===== config.mk =====
export PLATFORM = sky130hd
export DESIGN_NAME = pcg_cmd_gate
export DESIGN_NICKNAME = d
export VERILOG_FILES = /design/src/design/pcg_pkg.sv /design/src/design/pcg_cmd_reg.sv /design/src/design/pcg_od_pin.sv /design/src/design/pcg_cmd_gate.sv
export SDC_FILE = /design/constraint.sdc
export NUM_CORES = 1
export LEC_CHECK = 0
export BUFFER_PORTS_ARGS = -buffer_cell sky130_fd_sc_hd__buf_2
export CORE_MARGIN = 4
export CORE_UTILIZATION = 35
export DETAILED_ROUTE_END_ITERATION = 8
export PLACE_DENSITY_LB_ADDON = 0.15
export REMOVE_ABC_BUFFERS = 1
export SYNTH_ARGS = -nofsm -noshare
export SYNTH_HDL_FRONTEND = slang
export SYNTH_SLANG_ARGS = --single-unit
export TNS_END_PERCENT = 1

===== constraint.sdc =====
create_clock -name mclk_i -period 2 [get_ports mclk_i]
set_clock_uncertainty 0.2 [all_clocks]
set_input_delay 0.4 -clock mclk_i [delete_from_list [all_inputs] [get_ports mclk_i]]
set_output_delay 0.4 -clock mclk_i [all_outputs]
set_load 0.005 [all_outputs]

===== src/design/pcg_pkg.sv =====
package pcg_pkg;

    // Byte address of the configuration dword that holds the command word (low half) and status word (high half).
    localparam logic [7:0]  PCG_CMD_DWORD_ADDR   = 8'h04;

    // Bit positions inside the command word.
    localparam int          PCG_BIT_PORT_WIN     = 0;
    localparam int          PCG_BIT_MEM_WIN      = 1;
    localparam int          PCG_BIT_INITIATOR    = 2;
    localparam int          PCG_BIT_BCAST_MON    = 3;
    localparam int          PCG_BIT_INV_WRITE    = 4;
    localparam int          PCG_BIT_PALETTE      = 5;
    localparam int          PCG_BIT_PARITY       = 6;
    localparam int          PCG_BIT_STEPPING     = 7;
    localparam int          PCG_BIT_SYS_ERR      = 8;
    localparam int          PCG_BIT_B2B          = 9;
    localparam int          PCG_BIT_INT_MASK     = 10;

    // Position of the pending interrupt flag inside the status word.
    localparam int          PCG_STAT_BIT_INT     = 3;

    // Bits that software may change; every other bit is fixed.
    localparam logic [15:0] PCG_CMD_WR_MASK      = 16'h0557;
    // Value held by the writable bits after reset.
    localparam logic [15:0] PCG_CMD_RESET        = 16'h0000;
    // Fixed values of the read-only bits (monitor, snoop, stepping, back-to-back, reserved).
    localparam logic [15:0] PCG_CMD_RO_VALUE     = 16'h0000;

    // Power state code of the fully powered state.
    localparam logic [1:0]  PCG_PM_D0            = 2'h0;

    // Zero word returned for any dword this block does not own.
    localparam logic [31:0] PCG_RDATA_NONE       = 32'h0000_0000;

    // Power states as encoded by the power management logic.
    typedef enum logic [1:0] {
        PCG_D0 = 2'b00,
        PCG_D1 = 2'b01,
        PCG_D2 = 2'b10,
        PCG_D3 = 2'b11
    } pcg_pm_e;

    // Command word laid out bit by bit, bit 15 first.
    typedef struct packed {
        logic [4:0] reserved;
        logic       interrupt_mask;
        logic       back_to_back_permit;
        logic       system_error_permit;
        logic       addr_data_stepping;
        logic       parity_reaction_enable;
        logic       palette_snoop_ctrl;
        logic       invalidate_write_permit;
        logic       broadcast_cycle_monitor;
        logic       initiator_enable;
        logic       mem_window_enable;
        logic       port_window_enable;
    } pcg_cmd_s;

    // One configuration access as decoded by the PCI target front end.
    typedef struct packed {
        logic        rd;
        logic        wr;
        logic [7:0]  addr;
        logic [3:0]  be;
        logic [31:0] wdata;
    } pcg_cfg_req_s;

    // Non-configuration bus events presented by the PCI front end and the MAC.
    typedef struct packed {
        logic io_hit;
        logic rom_hit;
        logic bcast_cycle;
        logic master_req;
        logic inv_write_req;
        logic parity_err;
        logic sys_err_event;
    } pcg_bus_ev_s;

    // Permissions and acknowledges returned to the front end.
    typedef struct packed {
        logic io_accept;
        logic rom_accept;
        logic bcast_accept;
        logic master_grant;
        logic inv_write_ok;
        logic parity_report;
    } pcg_bus_gate_s;

endpackage


===== src/design/pcg_cmd_reg.sv =====
`timescale 1ns/1ps
`default_nettype none

// Storage for the command word; only writable bits hold flip-flops' worth of state.
module pcg_cmd_reg
    import pcg_pkg::*;
(
    input  wire logic        mclk_i,
    input  wire logic        rst_n_i,
    input  wire logic        wr_en_i,
    input  wire logic [1:0]  be_i,
    input  wire logic [15:0] wdata_i,
    output pcg_cmd_s         cmd_o
);

    // All state of this module.
    typedef struct packed {
        logic [15:0] word;
    } pcg_cmd_state_s;

    pcg_cmd_state_s state_q;   // Registered state.
    pcg_cmd_state_s state_d;   // Next state.
    logic [15:0]    lane_mask; // Bits covered by the enabled byte lanes.

    // Merge a write into the writable bits; fixed bits never take written data.
    always_comb
    begin
        state_d   = state_q;
        lane_mask = {{8{be_i[1]}}, {8{be_i[0]}}};
        if (wr_en_i)
        begin
            // Only bits in both the lane mask and the writable mask change.
            state_d.word = (state_q.word & ~(lane_mask & PCG_CMD_WR_MASK))
                         | (wdata_i & lane_mask & PCG_CMD_WR_MASK);
        end
    end

    // Writable bits clear on reset so the device starts fully disabled.
    always_ff @(posedge mclk_i)
    begin
        if (!rst_n_i)
        begin
            state_q.word <= PCG_CMD_RESET;
        end
        else
        begin
            state_q <= state_d;
        end
    end

    // Read-only and reserved bits come from constants, never from storage.
    assign cmd_o = pcg_cmd_s'((state_q.word & PCG_CMD_WR_MASK) | (PCG_CMD_RO_VALUE & ~PCG_CMD_WR_MASK));

endmodule

`default_nettype wire


===== src/design/pcg_od_pin.sv =====
`timescale 1ns/1ps
`default_nettype none

// Registered open-drain driver: the pin is either pulled low or released.
module pcg_od_pin
    import pcg_pkg::*;
(
    input  wire logic mclk_i,
    input  wire logic rst_n_i,
    input  wire logic drive_i,
    output logic      pin_o,
    output logic      pin_oe_o
);

    // All state of this module.
    typedef struct packed {
        logic drive;
    } pcg_od_state_s;

    pcg_od_state_s state_q; // Registered state.
    pcg_od_state_s state_d; // Next state.

    // Next drive level follows the request.
    always_comb
    begin
        state_d       = state_q;
        state_d.drive = drive_i;
    end

    // Pin released during reset.
    always_ff @(posedge mclk_i)
    begin
        if (!rst_n_i)
        begin
            state_q.drive <= 1'b0;
        end
        else
        begin
            state_q <= state_d;
        end
    end

    // An open-drain pin only ever drives low, so the data level is constant.
    assign pin_o    = 1'b0;
    assign pin_oe_o = state_q.drive;

endmodule

`default_nettype wire


===== src/design/pcg_cmd_gate.sv =====
`timescale 1ns/1ps
`default_nettype none

// Notes on behaviour
// - All control bits zero: only configuration cycles.
// - Port accesses need port window bit and D0.
// - ROM decode needs memory bit, ROM enable, D0.
// - Mastering needs initiator bit and D0.
// - Broadcast monitor bit reads zero; ignore broadcasts.
// - Invalidate writes only with permit bit set.
// - Palette snoop bit read-only zero; normal palette handling.
// - Parity errors reported only with reaction bit.
// - Stepping bit hardwired; this device never steps.
// - System error pin moves only when permitted.
// - Back-to-back bit read-only; same agent only.
// - Interrupt mask set keeps interrupt pin inactive.
// - Reserved bits 15..11 written zero, read zero.
// - Interrupt pin equals pending and not masked.
module pcg_cmd_gate
    import pcg_pkg::*;
(
    input  wire logic          mclk_i,
    input  wire logic          rst_n_i,
    input  wire pcg_cfg_req_s  cfg_req_i,
    output logic               cfg_ack_o,
    output logic [31:0]        cfg_rdata_o,
    input  wire pcg_pm_e       pm_state_i,
    input  wire logic          rom_decode_enable_i,
    input  wire logic          pending_interrupt_flag_i,
    input  wire pcg_bus_ev_s   bus_ev_i,
    output pcg_bus_gate_s      bus_gate_o,
    output logic               bus_detached_o,
    output pcg_cmd_s           cmd_o,
    output logic               interrupt_out_n_o,
    output logic               interrupt_out_n_oe_o,
    output logic               system_error_out_n_o,
    output logic               system_error_out_n_oe_o
);

    // All state of the top level: answers to the configuration port and to the bus front end.
    typedef struct packed {
        logic          cfg_ack;
        logic [31:0]   cfg_rdata;
        pcg_bus_gate_s gate;
        logic          detached;
    } pcg_top_state_s;

    pcg_top_state_s state_q;      // Registered state.
    pcg_top_state_s state_d;      // Next state.
    pcg_cmd_s       cmd;          // Current command word, fixed bits included.
    logic           cmd_hit;      // Access targets the command dword.
    logic           cmd_wr;       // Write to the command dword.
    logic           in_d0;        // Device is fully powered.
    logic           int_drive;    // Request to pull the interrupt pin low.
    logic           sys_err_drive; // Request to pull the system error pin low.
    logic [15:0]    status_word;  // Status half of the dword, only the interrupt flag here.

    // The command dword is recognised by its byte address; other dwords belong to other blocks.
    assign cmd_hit = (cfg_req_i.addr[7:2] == PCG_CMD_DWORD_ADDR[7:2]);

    // Configuration writes are taken whatever the power state, as configuration space must stay reachable.
    assign cmd_wr = cfg_req_i.wr && cmd_hit;

    // Only D0 allows port or ROM decoding and mastering.
    assign in_d0 = (pm_state_i == PCG_D0);

    // Command word storage with its byte lanes.
    // Reset clearing and the masking of fixed bits both live inside the storage.
    pcg_cmd_reg u_cmd_reg
    (
        .mclk_i  (mclk_i),
        .rst_n_i (rst_n_i),
        .wr_en_i (cmd_wr),
        .be_i    (cfg_req_i.be[1:0]),
        .wdata_i (cfg_req_i.wdata[15:0]),
        .cmd_o   (cmd)
    );

    // The status half shows only the pending interrupt flag; the full status register lives elsewhere.
    always_comb
    begin
        status_word                    = 16'h0000;
        status_word[PCG_STAT_BIT_INT]  = pending_interrupt_flag_i;
    end

    // Next state of the configuration answer and the bus gating.
    always_comb
    begin
        state_d = state_q;

        // Every configuration access is answered one cycle later, hit or not.
        state_d.cfg_ack = cfg_req_i.rd || cfg_req_i.wr;

        // Read data is held until the next read so the front end may sample it late.
        if (cfg_req_i.rd)
        begin
            if (cmd_hit)
            begin
                // Reserved and read-only bits come back at their fixed values.
                state_d.cfg_rdata = {status_word, cmd};
            end
            else
            begin
                // Dwords not owned here read as zero.
                state_d.cfg_rdata = PCG_RDATA_NONE;
            end
        end

        // With no control bit set the device behaves as if unplugged, except for configuration and the interrupt pin, which still follows the pending flag.
        state_d.detached = ((cmd & PCG_CMD_WR_MASK) == 16'h0000);

        // Port space decode requires the window bit and full power.
        state_d.gate.io_accept = bus_ev_i.io_hit && cmd.port_window_enable && in_d0;

        // Expansion ROM decode needs both enables and full power.
        state_d.gate.rom_accept = bus_ev_i.rom_hit && cmd.mem_window_enable && rom_decode_enable_i && in_d0;

        // Broadcast cycles pass only if the fixed monitor bit were one; here it is zero.
        state_d.gate.bcast_accept = bus_ev_i.bcast_cycle && cmd.broadcast_cycle_monitor;

        // Starting a master transaction needs the initiator bit and full power.
        state_d.gate.master_grant = bus_ev_i.master_req && cmd.initiator_enable && in_d0;

        // The invalidate write command may be used only with the permit bit, the initiator bit and full power; no master request is needed.
        state_d.gate.inv_write_ok = bus_ev_i.inv_write_req && cmd.invalidate_write_permit
                                  && cmd.initiator_enable && in_d0;

        // Detected parity errors are reported only while reaction is enabled, otherwise dropped.
        state_d.gate.parity_report = bus_ev_i.parity_err && cmd.parity_reaction_enable;
    end

    // Registered outputs start cleared and the detached flag set, so no access is accepted before configuration.
    always_ff @(posedge mclk_i)
    begin
        if (!rst_n_i)
        begin
            state_q.cfg_ack   <= 1'b0;
            state_q.cfg_rdata <= 32'h0000_0000;
            state_q.gate      <= '0;
            state_q.detached  <= 1'b1;
        end
        else
        begin
            state_q <= state_d;
        end
    end

    // The interrupt pin follows the pending flag unless masked; masking does not touch the flag itself.
    assign int_drive = pending_interrupt_flag_i && !cmd.interrupt_mask;

    // A masked interrupt never reaches the pin driver.
    pcg_od_pin u_int_pin
    (
        .mclk_i   (mclk_i),
        .rst_n_i  (rst_n_i),
        .drive_i  (int_drive),
        .pin_o    (interrupt_out_n_o),
        .pin_oe_o (interrupt_out_n_oe_o)
    );

    // The system error pin may only change while permitted; otherwise its driver stays idle.
    assign sys_err_drive = bus_ev_i.sys_err_event && cmd.system_error_permit;

    // System error is an open-drain pulse as long as the event lasts.
    pcg_od_pin u_serr_pin
    (
        .mclk_i   (mclk_i),
        .rst_n_i  (rst_n_i),
        .drive_i  (sys_err_drive),
        .pin_o    (system_error_out_n_o),
        .pin_oe_o (system_error_out_n_oe_o)
    );

    // The command word is exported so the master logic can read the fixed capability bits.
    // Back-to-back permit reads zero, so the master must keep fast back-to-back to one agent.
    // Stepping reads zero because this device never steps addresses or data.
    // Palette snoop reads zero, so palette writes are decoded like any other write.
    assign cmd_o = cmd;

    // Registered answers to the configuration port.
    assign cfg_ack_o   = state_q.cfg_ack;
    assign cfg_rdata_o = state_q.cfg_rdata;

    // Registered answers to the bus front end.
    assign bus_gate_o     = state_q.gate;
    assign bus_detached_o = state_q.detached;

endmodule

`default_nettype wire


==> run metrics <==
worst skew pair latency 310 ps; distinct cell type count after synthesis 21; layout cells sized above 1 34.1%; hold path depth 3; # nets final 242; Arr. time, crit path between 1500 and 2000 ps; unrepaired setup endpoints after global routing no; path length in cells of the critical path 4; Resize count post-CTS 0; CTS Buf Count 3; type of origin of the critical path primary input; setup TNS 0 ps; WL final 2.58 mm; fin util between 40% and 50%; cell area after synthesis 0.00118 mm^2; Hold Path Class in2reg; detailed placer's ending HPWL approximately 2.1 mm; overall power slightly above 0.0008 W; initial drt markers between 50 and 60; RePlAce Congestion 0.676; setup repair bufs after CTS 0; critical setup path kind in2reg; hold_buf cts 0; port bufs between 50 and 60; max_cap viols 0; CP Buf/Inv Count 1; number of flops mapped to enable cells by yosys 0; synthesized flop and latch total 24; status finished, final reports clean; Final setup viols 0; vias in the first global route about 850; Register-to-Register Path Depth 2; critical-path maximum fanout 8; Pre-antenna DRT Iters 4; maximum vdd drop roughly 0.00032 V; WL/cell between 10 and 15 um; Tcrit/Tclk final between 80% and 90%; Top FF cell, synth dfxtp_1; total gr overflow 0; Die H roughly 66 um; H-tree levels 1; Synth Warn # 0; post-route ant nets 0; All-Layer GR Usage between 10% and 20%; CTS Sinks 24; CTS Buffer Depth 2; delay-heaviest family, CP simple AND/OR/NAND/NOR gates; Tmin final 1690 ps; Final WS setup between 300 and 400 ps; root buffer cell clkbuf_4; DP Worst Slack about 6.0 ps; slowest CP cell or4b_4; Synth top area share roughly two fifths; vias per cell 4.23; area growth from synthesis to layout 17.9%; Max Slew Vio Count 0; syn avg cell area 9.10 um^2; Starting Density around 38%; # rows 20; cell taking the most area after synthesis dfxtp_1; DIE WIDTH roughly 66 um; Worst setup EP type flip-flop; first-pass GRT wire length 3.67 mm; Leakage 0.696 nW; TritonCTS clock tree built; Max Clock Freq between 0.5 and 0.6 GHz; Seq/Total Area, Yosys 40.6%; PD cells 583 mW/mm^2; I/O pin count roughly 120; asr flop ratio synth 0%; n_diodes 0; DR DRC count 0; ordered cell list for the critical path buf_2 > or4b_4 > or3_1 > o21ai_1; Critical Path Max Stage Delay between 500 and 600 ps; Gate Count Post-Synth 130; CP required roughly 2000 ps; synth top area cells dfxtp_1 41%, buf_4 23%, mux2i_1 5.9%; largest net degree at the start of global routing 24; core area about 0.0032 mm^2; WHS 98.8 ps; Worst-path clk slew roughly 130 ps; die area between 0.004 and 0.005 mm^2; Vias 957; initial antenna violation count 0; Hold Fails Final Rpt 0
## area by class of cell
type / count / area, um^2
fillers: 332 / 1760
clock buffers: 4 / 36.3
flip-flops and latches: 24 / 480
well taps: 44 / 55.1
multi-input cells: 99 / 541
repair buffers: 55 / 283
## path summary, 6_finish.rpt
check / slack [ps] / start / to
max: 310 / cfg_req_i[39] / cfg_rdata_o[6]
min: 100 / pending_interrupt_flag_i / u_int_pin.pin_oe_o
max reg2reg: 530 / flip-flop / bus_detached_o
min reg2reg: 270 / cfg_rdata_o[0] / cfg_rdata_o[0]
## cell usage in the layout, fill, tap and decap left out
master,count
nand2_1,17
and4_1,2
dfxtp_1,24
mux2i_1,7
or4_1,1
nor2_1,1
and3_1,4
or3_1,1
nand3b_1,8
nand3_1,8
or4b_4,1
o21ai_1,8
o21a_1,1
nor4_4,1
buf_2,52
clkbuf_4,3
conb_1,36
nor4_2,1
nor3b_1,1
buf_4,3
o41ai_1,1
clkbuf_8,1
## metrics by stage
stage / cells / instance area [um^2]
floorplan: 123 / 1020
global placement: 222 / 1360
detailed placement: 222 / 1360
CTS: 226 / 1400
global route: 226 / 1400
finish: 226 / 1400
## per-layer routing
| layer | vias up | global-route usage [%] | routed length [um] |
|---|---|---|---|
| li1 | 471 | - | - |
| met4 | 0 | 4.57 | 8 |
| met5 | - | 0 | 0 |
| met2 | 58 | 17.5 | 1190 |
| met1 | 426 | 13.8 | 1050 |
| met3 | 2 | 2.89 | 323 |
## cells in the mapped netlist, types with 2 or more instances
master	number
and4_1	2
and3_1	4
clkbuf_1	5
dfxtp_1	24
nand3_1	8
o21ai_1	8
buf_4	36
nand2_1	17
mux2i_1	7
nand3b_1	8
## worst min-delay path: stages
cell and delay, ps:
buf_2 100, nand2_1 50, nor2_1 30
## logic make-up (layout without fill, tap and decap cells)
group | Yosys count | after routing | synth area share [%]
mux | 7 | 7 | 5.92
buf+inv | 42 | 59 | 24.8
other cells | 1 | 36 | 0.317
simple gates | 46 | 46 | 23.6
compound gates | 10 | 10 | 4.76
flops | 24 | 24 | 40.6
## report_power, final
| group | switching [W] | internal, W | total [W] |
|---|---|---|---|
| Combinational | 0.0000492 | 0.0000322 | 0.0000814 |
| Clock | 0.000139 | 0.000111 | 0.000250 |
| Sequential | 0.00000110 | 0.000481 | 0.000482 |
| Total | 0.000189 | 0.000624 | 0.000813 |
(Power assumes the default switching activity.)
